--- config.mk ---
export PLATFORM = sky130hd
export DESIGN_NAME = sp_serial_port
export DESIGN_NICKNAME = d
export VERILOG_FILES = /design/src/hdl/sp_pkg.sv /design/src/hdl/sp_serial_port.sv
export SDC_FILE = /design/constraint.sdc
export NUM_CORES = 1
export LEC_CHECK = 0
export ABC_AREA = 1
export ABC_CLOCK_PERIOD_IN_PS = 2300
export CORE_MARGIN = 2
export CORE_UTILIZATION = 50
export CTS_CLUSTER_DIAMETER = 30
export CTS_CLUSTER_SIZE = 14
export DETAILED_ROUTE_END_ITERATION = 10
export DONT_BUFFER_PORTS = 1
export GPL_ROUTABILITY_DRIVEN = 0
export GPL_TIMING_DRIVEN = 1
export SYNTH_ARGS = -nofsm -noshare
export SYNTH_HDL_FRONTEND = slang
export SYNTH_SLANG_ARGS = --single-unit
--- constraint.sdc ---
create_clock -name clk -period 2.3 [get_ports clk]
set_input_delay 0.575 -clock clk [delete_from_list [all_inputs] [get_ports clk]]
set_output_delay 0.575 -clock clk [all_outputs]
set_load 0.01 [all_outputs]
--- src/hdl/sp_pkg.sv ---
// Serial port package: register map, field layout, types and states.
// Functional notes
// - Mode 0 shifts one bit every two clocks, whatever the timer or rate bit.
// - Mode 2 bit rate is clock/32, or clock/16 with rate_double_bit set.
// - Modes 1 and 3 bit rate is timer overflow rate times 2^double / 32.
// - Timer nibble 0010B gives overflow every 256 minus TH clocks.
// - Timer nibble 0001B gives overflow every 65536 minus 16-bit reload clocks.
// - Mode 0 moves data on line zero, clock on line one, LSB first.
// - Mode 0 buffer write loads marker one; sending starts one cycle later.
// - Mode 0 send drives data and clock, shifting right on each clock fall.
// - Mode 0 marker beside MSB means last shift, stop, set tx_done_flag.
// - Mode 0 receive starts on enable with rx_done_flag clear, loads 1FEH.
// - Mode 0 receive shifts left on clock fall, bit sampled at clock rise.
// - Mode 0 zero marker at top means last shift, load buffer, set flag.
// - Mode 1 frame: start zero, eight bits LSB first, stop one kept.
// - Mode 1 write loads marker; sending starts after next counter rollover.
// - Mode 1 start bit, then data one bit later, first shift a bit later.
// - Mode 1 marker beside MSB: last shift, stop, flag at tenth rollover.
// - Mode 1 falling edge at 16x rate resets counter and loads 1FFH.
// - Each bit is the majority of samples at counter states 7, 8 and 9.
// - A start bit that is not zero abandons the frame and hunts again.
// - Final shift stores frame only if flag clear and filter allows it.
// - After the final shift the receiver hunts for a falling edge again.
// - Mode 0 reception leaves rx_ninth_bit untouched.
package sp_pkg;

    localparam int AW = 8;

    localparam logic [AW-1:0] SP_OFF_CTRL  = 8'h00;
    localparam logic [AW-1:0] SP_OFF_BUF   = 8'h04;
    localparam logic [AW-1:0] SP_OFF_PWR   = 8'h08;
    localparam logic [AW-1:0] SP_OFF_TIMER_MODE_REG  = 8'h0c;
    localparam logic [AW-1:0] SP_OFF_TH    = 8'h10;
    localparam logic [AW-1:0] SP_OFF_RH    = 8'h14;
    localparam logic [AW-1:0] SP_OFF_RL    = 8'h18;
    localparam logic [AW-1:0] SP_OFF_STAT  = 8'h1c;
    localparam logic [AW-1:0] SP_OFF_TCNT  = 8'h20;

    // Control, power and timer mode register fields.
    localparam int SP_CTRL_MODE_LSB = 6;
    localparam int SP_CTRL_MPF      = 5;
    localparam int SP_CTRL_REN      = 4;
    localparam int SP_CTRL_RB8      = 2;
    localparam int SP_CTRL_TI       = 1;
    localparam int SP_CTRL_RI       = 0;
    localparam int SP_PWR_DOUBLE    = 7;
    localparam int SP_TIMER_MODE_REG_LSB      = 4;

    localparam logic [7:0] SP_RST_BYTE = 8'h00;

    localparam logic [1:0] SP_MODE0 = 2'h0;
    localparam logic [1:0] SP_MODE2 = 2'h2;

    localparam logic [3:0] SP_T1_AUTO8  = 4'h2;
    localparam logic [3:0] SP_T1_AUTO16 = 4'h1;
    localparam logic [7:0] SP_T8_TOP    = 8'hff;
    localparam logic [15:0] SP_T16_TOP  = 16'hffff;

    localparam logic [8:0] SP_RX0_INIT = 9'h1fe;
    localparam logic [8:0] SP_RX1_INIT = 9'h1ff;
    localparam logic [3:0] SP_SMP_A    = 4'h7;
    localparam logic [3:0] SP_SMP_B    = 4'h8;
    localparam logic [3:0] SP_SMP_C    = 4'h9;
    localparam logic [3:0] SP_DIV_LAST = 4'hf;

    typedef struct packed {
        logic          psel;
        logic          penable;
        logic          pwrite;
        logic [AW-1:0] paddr;
        logic [31:0]   pwdata;
    } sp_apb_req_t;

    typedef struct packed {
        logic [31:0] prdata;
        logic        pready;
        logic        pslverr;
    } sp_apb_rsp_t;

    typedef enum logic [1:0] {
        SP_TX_IDLE,
        SP_TX_WAIT,
        SP_TX_START,
        SP_TX_DATA
    } sp_tx_st_t;

    typedef enum logic [1:0] {
        SP_RX_IDLE,
        SP_RX_LOAD,
        SP_RX_SYNC,
        SP_RX_FRAME
    } sp_rx_st_t;

endpackage

--- src/hdl/sp_serial_port.sv ---
// Serial port: shift-register mode, 10-bit frames, bit-rate timer, APB regs.
//
// Added by the designer: the APB slave port and the placing of the registers.
module sp_serial_port (
    input  logic                clk,
    input  logic                srst,
    input  sp_pkg::sp_apb_req_t apb_req,
    output sp_pkg::sp_apb_rsp_t apb_rsp,
    input  logic                port_three_line_zero_in,
    output logic                port_three_line_zero_out,
    output logic                port_three_line_zero_oe,
    output logic                port_three_line_one
);

    ////////////////////////////////////////////////////////////////////////
    // Declarations.

    logic [1:0]  mode_r;
    logic        mpf_r;
    logic        ren_r;
    logic        ti_r;
    logic        ri_r;
    logic        rb8_r;
    logic [7:0]  rxbuf_r;
    logic        smod_r;
    logic [7:0]  timer_mode_reg_r;
    logic [7:0]  th_r;
    logic [7:0]  rh_r;
    logic [7:0]  rl_r;
    logic [31:0] prdata_r;

    logic [15:0] t1_r;
    logic        half_r;
    logic [3:0]  div_r;

    logic        l0_s1_r;
    logic        l0_s2_r;
    logic        prev_r;
    logic        s7_r;
    logic        s8_r;
    logic        s0_r;
    logic        first_r;
    logic        sclk_r;

    logic [8:0]  tsr_r;
    logic [8:0]  rsr_r;

    logic        out0_r;
    logic        oe0_r;
    logic        out1_r;

    sp_pkg::sp_tx_st_t tx_st_r;
    sp_pkg::sp_rx_st_t rx_st_r;

    function automatic logic [7:0] rev8(input logic [7:0] d);
        logic [7:0] r;
        r = 8'h00;
        for (int i = 0; i < 8; i++) begin
            r[i] = d[7-i];
        end
        return r;
    endfunction

    ////////////////////////////////////////////////////////////////////////
    // APB decode.

    logic        acc_w;
    logic        wr_w;
    logic        rd_setup_w;
    logic        sel_ctrl_w;
    logic        sel_buf_w;
    logic        sel_pwr_w;
    logic        sel_timer_mode_reg_w;
    logic        sel_th_w;
    logic        sel_rh_w;
    logic        sel_rl_w;
    logic        sel_stat_w;
    logic        sel_tcnt_w;
    logic        hit_w;
    logic [7:0]  wb_w;
    logic [7:0]  ctrl_rd_w;
    logic [7:0]  stat_rd_w;
    logic [31:0] rd_data_w;

    assign acc_w      = apb_req.psel & apb_req.penable;
    assign wr_w       = acc_w & apb_req.pwrite;
    assign rd_setup_w = apb_req.psel & ~apb_req.penable & ~apb_req.pwrite;
    assign wb_w       = apb_req.pwdata[7:0];

    assign sel_ctrl_w = apb_req.paddr == sp_pkg::SP_OFF_CTRL;
    assign sel_buf_w  = apb_req.paddr == sp_pkg::SP_OFF_BUF;
    assign sel_pwr_w  = apb_req.paddr == sp_pkg::SP_OFF_PWR;
    assign sel_timer_mode_reg_w = apb_req.paddr == sp_pkg::SP_OFF_TIMER_MODE_REG;
    assign sel_th_w   = apb_req.paddr == sp_pkg::SP_OFF_TH;
    assign sel_rh_w   = apb_req.paddr == sp_pkg::SP_OFF_RH;
    assign sel_rl_w   = apb_req.paddr == sp_pkg::SP_OFF_RL;
    assign sel_stat_w = apb_req.paddr == sp_pkg::SP_OFF_STAT;
    assign sel_tcnt_w = apb_req.paddr == sp_pkg::SP_OFF_TCNT;

    assign hit_w = sel_ctrl_w | sel_buf_w | sel_pwr_w | sel_timer_mode_reg_w
                 | sel_th_w | sel_rh_w | sel_rl_w | sel_stat_w
                 | sel_tcnt_w;

    assign ctrl_rd_w = {mode_r, mpf_r, ren_r, 1'b0, rb8_r, ti_r, ri_r};
    assign stat_rd_w = {4'h0, tx_st_r, rx_st_r};

    assign rd_data_w = sel_ctrl_w ? {24'h0, ctrl_rd_w}
                     : sel_buf_w  ? {24'h0, rxbuf_r}
                     : sel_pwr_w  ? {24'h0, smod_r, 7'h00}
                     : sel_timer_mode_reg_w ? {24'h0, timer_mode_reg_r}
                     : sel_th_w   ? {24'h0, th_r}
                     : sel_rh_w   ? {24'h0, rh_r}
                     : sel_rl_w   ? {24'h0, rl_r}
                     : sel_stat_w ? {24'h0, stat_rd_w}
                     : sel_tcnt_w ? {16'h0, t1_r}
                     : 32'h0;

    // Zero wait states; read data is captured in the setup cycle.
    assign apb_rsp.prdata  = prdata_r;
    assign apb_rsp.pready  = 1'b1;
    assign apb_rsp.pslverr = acc_w & ~hit_w;

    logic wr_ctrl_w;
    logic wr_buf_w;

    assign wr_ctrl_w = wr_w & sel_ctrl_w;
    assign wr_buf_w  = wr_w & sel_buf_w;

    ////////////////////////////////////////////////////////////////////////
    // Bit-rate generation.

    logic       is_m0_w;
    logic       is_m2_w;
    logic       t8_w;
    logic       t16_w;
    logic       ovf_w;
    logic       src_w;
    logic       tick_w;
    logic       roll_w;

    assign is_m0_w = mode_r == sp_pkg::SP_MODE0;
    assign is_m2_w = mode_r == sp_pkg::SP_MODE2;
    assign t8_w  = timer_mode_reg_r[7:4] == sp_pkg::SP_T1_AUTO8;
    assign t16_w = timer_mode_reg_r[7:4] == sp_pkg::SP_T1_AUTO16;

    assign ovf_w = t8_w ? (t1_r[7:0] == sp_pkg::SP_T8_TOP)
                 : t16_w & (t1_r == sp_pkg::SP_T16_TOP);

    // Mode 2 counts clock cycles, modes 1 and 3 count overflows.
    assign src_w  = is_m2_w ? 1'b1 : ovf_w;
    assign tick_w = src_w & (smod_r | half_r);
    assign roll_w = tick_w & (div_r == sp_pkg::SP_DIV_LAST);

    always_ff @(posedge clk) begin
        if (srst) begin
            t1_r <= 16'h0000;
        end else if (ovf_w) begin
            t1_r <= t8_w ? {8'h00, th_r} : {rh_r, rl_r};
        end else if (t8_w | t16_w) begin
            t1_r <= t1_r + 16'h0001;
        end
    end

    always_ff @(posedge clk) begin
        if (srst) begin
            half_r <= 1'b0;
        end else if (src_w) begin
            half_r <= ~half_r;
        end
    end

    ////////////////////////////////////////////////////////////////////////
    // Receive line synchroniser and mode 1 bit detector.

    logic rxd_w;
    logic det_w;
    logic bit_stb_w;
    logic maj_w;
    logic abort_w;
    logic final1_w;
    logic accept1_w;
    logic [8:0] shift1_w;

    assign rxd_w = l0_s2_r;

    always_ff @(posedge clk) begin
        if (srst) begin
            l0_s1_r <= 1'b1;
            l0_s2_r <= 1'b1;
        end else begin
            l0_s1_r <= port_three_line_zero_in;
            l0_s2_r <= l0_s1_r;
        end
    end

    assign det_w = ~is_m0_w & ren_r & tick_w & prev_r & ~rxd_w
                 & (rx_st_r == sp_pkg::SP_RX_IDLE);

    assign bit_stb_w = tick_w & (rx_st_r == sp_pkg::SP_RX_FRAME)
                     & (div_r == sp_pkg::SP_SMP_C);
    assign maj_w = (s7_r & s8_r) | (s7_r & rxd_w)
                 | (s8_r & rxd_w);
    assign abort_w  = bit_stb_w & first_r & maj_w;
    assign final1_w = bit_stb_w & ~first_r & ~rsr_r[8];
    assign shift1_w = {rsr_r[7:0], maj_w};
    assign accept1_w = final1_w & ~ri_r & (~mpf_r | maj_w);

    always_ff @(posedge clk) begin
        if (srst) begin
            div_r <= 4'h0;
        end else if (det_w) begin
            div_r <= 4'h0;
        end else if (tick_w) begin
            div_r <= div_r + 4'h1;
        end
    end

    always_ff @(posedge clk) begin
        if (srst) begin
            prev_r <= 1'b1;
            s7_r   <= 1'b1;
            s8_r   <= 1'b1;
        end else if (tick_w) begin
            prev_r <= rxd_w;
            if (div_r == sp_pkg::SP_SMP_A) begin
                s7_r <= rxd_w;
            end
            if (div_r == sp_pkg::SP_SMP_B) begin
                s8_r <= rxd_w;
            end
        end
    end

    always_ff @(posedge clk) begin
        if (srst) begin
            first_r <= 1'b0;
        end else if (det_w) begin
            first_r <= 1'b1;
        end else if (bit_stb_w) begin
            first_r <= 1'b0;
        end
    end

    ////////////////////////////////////////////////////////////////////////
    // Mode 0 shift clock and receive.

    logic send0_w;
    logic recv0_w;
    logic act0_w;
    logic rise_w;
    logic fall_w;
    logic start0_w;
    logic final0_w;
    logic [8:0] shift0_w;

    assign send0_w = is_m0_w & (tx_st_r == sp_pkg::SP_TX_DATA);
    assign recv0_w = is_m0_w & (rx_st_r == sp_pkg::SP_RX_SYNC);
    assign act0_w  = send0_w | recv0_w;
    assign rise_w  = act0_w & ~sclk_r;
    assign fall_w  = act0_w & sclk_r;

    // The shared data line forbids starting a receive while sending.
    assign start0_w = is_m0_w & ren_r & ~ri_r
                    & (rx_st_r == sp_pkg::SP_RX_IDLE)
                    & (tx_st_r == sp_pkg::SP_TX_IDLE);
    assign shift0_w = {rsr_r[7:0], s0_r};
    assign final0_w = fall_w & recv0_w & ~rsr_r[7];

    // One toggle per clock gives a bit every two clocks.
    always_ff @(posedge clk) begin
        if (srst) begin
            sclk_r <= 1'b0;
        end else if (act0_w) begin
            sclk_r <= ~sclk_r;
        end else begin
            sclk_r <= 1'b0;
        end
    end

    always_ff @(posedge clk) begin
        if (srst) begin
            s0_r <= 1'b1;
        end else if (rise_w) begin
            s0_r <= rxd_w;
        end
    end

    ////////////////////////////////////////////////////////////////////////
    // Receive control and shift register.

    always_ff @(posedge clk) begin
        if (srst) begin
            rx_st_r <= sp_pkg::SP_RX_IDLE;
        end else begin
            unique case (rx_st_r)
                sp_pkg::SP_RX_IDLE: begin
                    if (start0_w) begin
                        rx_st_r <= sp_pkg::SP_RX_LOAD;
                    end else if (det_w) begin
                        rx_st_r <= sp_pkg::SP_RX_FRAME;
                    end
                end
                sp_pkg::SP_RX_LOAD: begin
                    rx_st_r <= sp_pkg::SP_RX_SYNC;
                end
                sp_pkg::SP_RX_SYNC: begin
                    if (final0_w) begin
                        rx_st_r <= sp_pkg::SP_RX_IDLE;
                    end
                end
                sp_pkg::SP_RX_FRAME: begin
                    if (abort_w | final1_w) begin
                        rx_st_r <= sp_pkg::SP_RX_IDLE;
                    end
                end
            endcase
        end
    end

    always_ff @(posedge clk) begin
        if (srst) begin
            rsr_r <= sp_pkg::SP_RX1_INIT;
        end else if (rx_st_r == sp_pkg::SP_RX_LOAD) begin
            rsr_r <= sp_pkg::SP_RX0_INIT;
        end else if (det_w) begin
            rsr_r <= sp_pkg::SP_RX1_INIT;
        end else if (fall_w & recv0_w) begin
            rsr_r <= shift0_w;
        end else if (bit_stb_w) begin
            rsr_r <= shift1_w;
        end
    end

    always_ff @(posedge clk) begin
        if (srst) begin
            rxbuf_r <= sp_pkg::SP_RST_BYTE;
        end else if (final0_w) begin
            rxbuf_r <= rev8(shift0_w[7:0]);
        end else if (accept1_w) begin
            rxbuf_r <= rev8(shift1_w[8:1]);
        end
    end

    ////////////////////////////////////////////////////////////////////////
    // Transmit control and shift register.

    logic done_w;

    assign done_w = tsr_r[1] & (tsr_r[8:2] == 7'h00);

    always_ff @(posedge clk) begin
        if (srst) begin
            tx_st_r <= sp_pkg::SP_TX_IDLE;
        end else if (wr_buf_w) begin
            tx_st_r <= sp_pkg::SP_TX_WAIT;
        end else begin
            unique case (tx_st_r)
                sp_pkg::SP_TX_IDLE: begin
                    tx_st_r <= sp_pkg::SP_TX_IDLE;
                end
                sp_pkg::SP_TX_WAIT: begin
                    if (is_m0_w) begin
                        tx_st_r <= sp_pkg::SP_TX_DATA;
                    end else if (roll_w) begin
                        tx_st_r <= sp_pkg::SP_TX_START;
                    end
                end
                sp_pkg::SP_TX_START: begin
                    if (roll_w) begin
                        tx_st_r <= sp_pkg::SP_TX_DATA;
                    end
                end
                sp_pkg::SP_TX_DATA: begin
                    if (done_w & (is_m0_w ? fall_w : roll_w)) begin
                        tx_st_r <= sp_pkg::SP_TX_IDLE;
                    end
                end
            endcase
        end
    end

    logic tshift_w;

    // Mode 1 data phase shifts on rollovers after the first data bit time.
    assign tshift_w = (tx_st_r == sp_pkg::SP_TX_DATA)
                    & (is_m0_w ? fall_w : roll_w);

    always_ff @(posedge clk) begin
        if (srst) begin
            tsr_r <= 9'h1ff;
        end else if (wr_buf_w) begin
            tsr_r <= {1'b1, wb_w};
        end else if (tshift_w) begin
            tsr_r <= {1'b0, tsr_r[8:1]};
        end
    end

    logic ti_set_w;
    logic ri_set_w;

    assign ti_set_w = tshift_w & done_w;
    assign ri_set_w = final0_w | accept1_w;

    ////////////////////////////////////////////////////////////////////////
    // Pin drivers, all registered alike so data and clock stay aligned.

    logic l1_nxt;

    assign l1_nxt = is_m0_w ? (~act0_w | sclk_r)
                  : (tx_st_r == sp_pkg::SP_TX_START) ? 1'b0
                  : (tx_st_r == sp_pkg::SP_TX_DATA) ? tsr_r[0]
                  : 1'b1;

    always_ff @(posedge clk) begin
        if (srst) begin
            out0_r <= 1'b1;
            oe0_r  <= 1'b0;
            out1_r <= 1'b1;
        end else begin
            out0_r <= tsr_r[0];
            oe0_r  <= send0_w;
            out1_r <= l1_nxt;
        end
    end

    assign port_three_line_zero_out = out0_r;
    assign port_three_line_zero_oe  = oe0_r;
    assign port_three_line_one      = out1_r;

    ////////////////////////////////////////////////////////////////////////
    // Software registers; hardware sets win over a clearing write.

    always_ff @(posedge clk) begin
        if (srst) begin
            ti_r  <= 1'b0;
            ri_r  <= 1'b0;
            rb8_r <= 1'b0;
        end else begin
            ti_r <= ti_set_w
                  | (wr_ctrl_w ? wb_w[sp_pkg::SP_CTRL_TI] : ti_r);
            ri_r <= ri_set_w
                  | (wr_ctrl_w ? wb_w[sp_pkg::SP_CTRL_RI] : ri_r);
            if (accept1_w) begin
                rb8_r <= maj_w;
            end else if (wr_ctrl_w) begin
                rb8_r <= wb_w[sp_pkg::SP_CTRL_RB8];
            end
        end
    end

    always_ff @(posedge clk) begin
        if (srst) begin
            mode_r <= 2'h0;
            mpf_r  <= 1'b0;
            ren_r  <= 1'b0;
        end else if (wr_ctrl_w) begin
            mode_r <= wb_w[sp_pkg::SP_CTRL_MODE_LSB +: 2];
            mpf_r  <= wb_w[sp_pkg::SP_CTRL_MPF];
            ren_r  <= wb_w[sp_pkg::SP_CTRL_REN];
        end
    end

    always_ff @(posedge clk) begin
        if (srst) begin
            smod_r <= 1'b0;
            timer_mode_reg_r <= sp_pkg::SP_RST_BYTE;
            th_r   <= sp_pkg::SP_RST_BYTE;
            rh_r   <= sp_pkg::SP_RST_BYTE;
            rl_r   <= sp_pkg::SP_RST_BYTE;
        end else if (wr_w) begin
            if (sel_pwr_w) begin
                smod_r <= wb_w[sp_pkg::SP_PWR_DOUBLE];
            end
            if (sel_timer_mode_reg_w) begin
                timer_mode_reg_r <= wb_w;
            end
            if (sel_th_w) begin
                th_r <= wb_w;
            end
            if (sel_rh_w) begin
                rh_r <= wb_w;
            end
            if (sel_rl_w) begin
                rl_r <= wb_w;
            end
        end
    end

    always_ff @(posedge clk) begin
        if (srst) begin
            prdata_r <= 32'h0;
        end else if (rd_setup_w) begin
            prdata_r <= rd_data_w;
        end
    end

endmodule

==> flow_summary_export.csv <==
group,metric,value,unit
status,status,"finished clean",
critical_path,cp.required,2.60,ns
critical_path,maximum_fanout_along_the_worst_path,5,
global_route,grt_pass1_vias,5582,
timing,number_of_hold_violations_in_the_final_report,0,
power_and_ir_drop,seqPwrFrac,41.0,%
clocking,tritoncts,"built",
critical_path,rr_startpoint,"t1_r[1]",
logic_synthesis,yosys.cell_count.top_type,"sky130_fd_sc_hd__nand2_1",
cells_and_area,final_design_area_no_fill,6950,sq um
logic_synthesis,post-synth-top-area-fraction,38.4,%
timing,final.setup.worst_slack,0.172,ns
clocking,ctsHoldBuffers,0,
die,floorplan.die_area,13200,sq um
cells_and_area,fillers,1202,
power_and_ir_drop,switching_fraction_of_total_power,21.2,%
die,floorplan.io_pins,83,
logic_synthesis,muxShareOfSynthArea,0.163,%
critical_path,timing.reg2reg.worst_path_depth,10,
critical_path,rr_endpoint,"t1_r[4]",
timing,period_minus_slack,2.13,ns
timing,timing.max_slew.rel_slack,63.5,%
logic_synthesis,syn-instance-count,882,
power_and_ir_drop,leakagePower,2.88,nW
power_and_ir_drop,peakVddDrop,509,uV
critical_path,reg2reg_slack,0.17,ns
hold_path,origin_of_the_worst_min_delay_path,"srst",
power_and_ir_drop,power.net_switching,0.00108,W
timing,final_slew_violations,0,
critical_path,critical_path.startpoint_type,"flip-flop",
flow_run,drv.max_cap_violation_count,0,
route,route.detailed.vias_per_inst,5.53,
timing,setup-violations-final,0,
hold_path,timing.hold.worst_endpoint,"first_r",
timing,tns,0,ns
logic_synthesis,synth_sequential_area_ratio,38.4,%
logic_synthesis,post_synthesis_instance_area,6150,sq um
critical_path,crit_arrival,2.43,ns
clocking,clockBufferDepth,2,
logic_synthesis,synth.top_cells.by_count,"sky130_fd_sc_hd__nand2_1, sky130_fd_sc_hd__dfxtp_1, sky130_fd_sc_hd__a21oi_1",
hold_path,hold_path.class,"input pin to flip-flop",
global_route,grt_remaining_overflow,0,
route,drt_first_iter_violations,373,
power_and_ir_drop,total_power,0.00508,W
power_and_ir_drop,power.internal,0.00401,W
logic_synthesis,synth_compound_area_share,20.3,%
route,drt-wirelength-per-cell,16.0,um
global_route,maximum_number_of_pins_on_one_net_before_global_route_repair,45,
clocking,cts-buffers-inserted,17,
placement,placedInstanceArea,6310,sq um
logic_synthesis,synth_simple_gate_area_share,27.5,%
logic_synthesis,yosys_warnings,0,
cells_and_area,num_antenna_cells,0,
logic_synthesis,synth.largest_area_cell,"sky130_fd_sc_hd__dfxtp_1",
power_and_ir_drop,power_per_cell_area,731,nW/um^2
placement,port_buffers,0,
die,rows,40,
clocking,root_buffer,"sky130_fd_sc_hd__clkbuf_16",
route,first_pass_iters,6,
die,fp.coreArea,12000,sq um
placement,place.detailed.hpwl,12.4,mm
clocking,insertion_delay,0.41,ns
logic_synthesis,adder_cell_share_of_the_synthesized_area,1.63,%
timing,fin_skew,0.00635,ns
die,initial_standard_cell_utilization_of_the_core,51.2,%
critical_path,critical_path_class,"flip-flop to flip-flop",
clocking,clk_transition_reported_paths,0.05,ns
cells_and_area,finalNetCount,947,
global_route,groute.usage.overall,26.8,%
timing,grt_setup_unrepaired,"no",
clocking,htreeDepth,4,
placement,pre_cts_slack,0.0655,ns
global_route,grt_first_pass_wirelength,27.4,mm
logic_synthesis,synth-async-reset-ratio,0,%
critical_path,critPathCaptureType,"flip-flop",
die,die_x,115,um
cells_and_area,drive_gt1_share,12.4,%
timing,final_hold_slack,0.229,ns
logic_synthesis,synthesis.area_per_instance,6.98,sq um
route,post-route-drc-count,0,
die,dieHeight,115,um
logic_synthesis,ys_top_cells_by_area,"sky130_fd_sc_hd__dfxtp_1, sky130_fd_sc_hd__nand2_1, sky130_fd_sc_hd__a21oi_1",
power_and_ir_drop,clock_power_share,54.8,%
power_and_ir_drop,pwr-share-comb,4.1,%
route,route.antenna.remaining_nets,0,
global_route,grt_antenna_before_repair,0,
timing,worst_pin_slew,0.548,ns
route,drt_wl_total,16.9,mm
logic_synthesis,yosys_register_bits,118,
logic_synthesis,synth-xor-area-share,1.14,%
route,vias,5810,
clocking,post_cts_buffers,0,
clocking,clock_net_sink_count,118,
logic_synthesis,synth_flop_cell,"sky130_fd_sc_hd__dfxtp_1",
logic_synthesis,synth_enable_flop_cells,0,
logic_synthesis,post_synth_num_cell_types,47,
hold_path,whs_path_depth,1,
timing,post-route-period-util,92.5,%
logic_synthesis,largest_family_of_logic_cells_by_synthesized_area,"simple AND/OR/NAND/NOR gates",
cells_and_area,syn_to_final_growth,13.0,%
timing,fmax,470,MHz
kinds of logic (layout without fill, tap and decap cells):
| group | Yosys count | in the layout |
|---|---|---|
| and+or+nand+nor | 362 | 362 |
| AOI/OAI and AO/OA | 231 | 231 |
| buffers and inverters | 152 | 159 |
| DFF | 118 | 118 |
| adders and majority gates | 8 | 8 |
| xor gates and xnor gates | 8 | 8 |
| other | 2 | 17 |
| muxes | 1 | 1 |
how the worst max path moves through the flow:
stage           startpoint          to  slack, ns  cells past startpoint
2_1_floorplan  apb_req[37]  apb_rsp[0]       0.08                      8
3_5_place_dp       t1_r[1]    rsr_r[4]       0.07                     13
4_1_cts            t1_r[1]    rsr_r[4]       0.03                     13
6_report           t1_r[1]     t1_r[4]       0.17                     10
5_1_grt            t1_r[1]  rxbuf_r[0]       0.04                     14
3_3_place_gp       t1_r[1]    rsr_r[3]       0.14                     13
routing by layer:
layer  global-route usage, %  share of wire (%)  vias up
met4                    15.2                4.7        0
li1                        -                  -     2911
met3                    6.11                4.3       49
met2                    43.7                 47      166
met1                    32.7                 44     2684
met5                       0                  0        -
sequential cells by signal (all words and copies together) (netlist names), 2 cells and up:
signal and flops:
div_r 4, prdata_r 16, rl_r 8, tx_st_r 2, rh_r 8, mode_r 2
timer_mode_reg_r 8, t1_r 16, th_r 8, rx_st_r 2, rsr_r 9, tsr_r 9
rxbuf_r 8
repair_timing:
action | 4_1_cts | 5_1_grt
hold endpoints to repair | 0 | 0
endpoints found under the setup margin | 0 | 26
gates resized for setup | 0 | 4
placed cells by master, fill, tap and decap left out, types with 2 or more instances in the layout:
cell type,instances
sky130_fd_sc_hd__nand2_4,3
sky130_fd_sc_hd__o21a_1,3
sky130_fd_sc_hd__o21ai_0,78
sky130_fd_sc_hd__nand4_1,10
sky130_fd_sc_hd__nand2_2,7
sky130_fd_sc_hd__a31oi_1,3
sky130_fd_sc_hd__buf_4,23
sky130_fd_sc_hd__clkbuf_8,3
sky130_fd_sc_hd__nor2_2,9
sky130_fd_sc_hd__clkinvlp_4,2
sky130_fd_sc_hd__o211ai_1,14
sky130_fd_sc_hd__dfxtp_1,117
sky130_fd_sc_hd__xor2_1,5
sky130_fd_sc_hd__nand2_1,175
sky130_fd_sc_hd__nor4_1,2
sky130_fd_sc_hd__a21oi_1,101
sky130_fd_sc_hd__clkinv_1,2
sky130_fd_sc_hd__or2_2,10
sky130_fd_sc_hd__o211ai_2,3
sky130_fd_sc_hd__nor2_1,61
sky130_fd_sc_hd__conb_1,17
sky130_fd_sc_hd__inv_1,93
sky130_fd_sc_hd__xnor2_1,3
sky130_fd_sc_hd__nor3_1,11
sky130_fd_sc_hd__nand3_4,3
sky130_fd_sc_hd__clkbuf_16,17
sky130_fd_sc_hd__inv_2,9
sky130_fd_sc_hd__o21ai_1,21
sky130_fd_sc_hd__nor3_2,3
sky130_fd_sc_hd__clkinv_2,3
sky130_fd_sc_hd__ha_1,7
sky130_fd_sc_hd__o22ai_1,2
sky130_fd_sc_hd__nand3_1,57
sky130_fd_sc_hd__nor2_4,4
sky130_fd_sc_hd__bufinv_16,4
critical path, stage by stage (launching register included):
cell and delay (ns):
sky130_fd_sc_hd__dfxtp_2 0.34, sky130_fd_sc_hd__ha_2 0.20, sky130_fd_sc_hd__nand3_2 0.10, sky130_fd_sc_hd__nor2_2 0.05
sky130_fd_sc_hd__buf_4 0.14, sky130_fd_sc_hd__nand2_1 0.11, sky130_fd_sc_hd__nor3_2 0.09, sky130_fd_sc_hd__a21oi_1 0.44
sky130_fd_sc_hd__clkinv_1 0.24, sky130_fd_sc_hd__a21oi_1 0.22, sky130_fd_sc_hd__a21oi_1 0.08
power groups by stage:
stage,clock (W),sequential [W],combinational [W]
global placement,0,0.00213,0.000200
floorplan,0,0.00212,0.000183
global route,0.00292,0.00209,0.000238
finish,0.00279,0.00209,0.000210
detailed placement,0,0.00213,0.000206
CTS,0.00283,0.00209,0.000208
cell type report:
type	count	area (sq um)	share of cell area, %
Timing Repair Buffer	23	173	2.48
Clock inverter	9	150	2.16
Tap cell	147	184	2.65
Clock buffer	21	470	6.77
Multi-Input combinational cell	627	3210	46.1
Sequential cell	118	2360	34.0
Inverter	106	405	5.83
per-stage QoR:
step                cells  utilization (%)
detailed placement   1021             52.6
global placement     1021             52.6
CTS                  1051             57.7
floorplan             897                -
finish               1051             57.9
global route         1051             57.9
No activity file was read; power rests on OpenSTA's default activity.
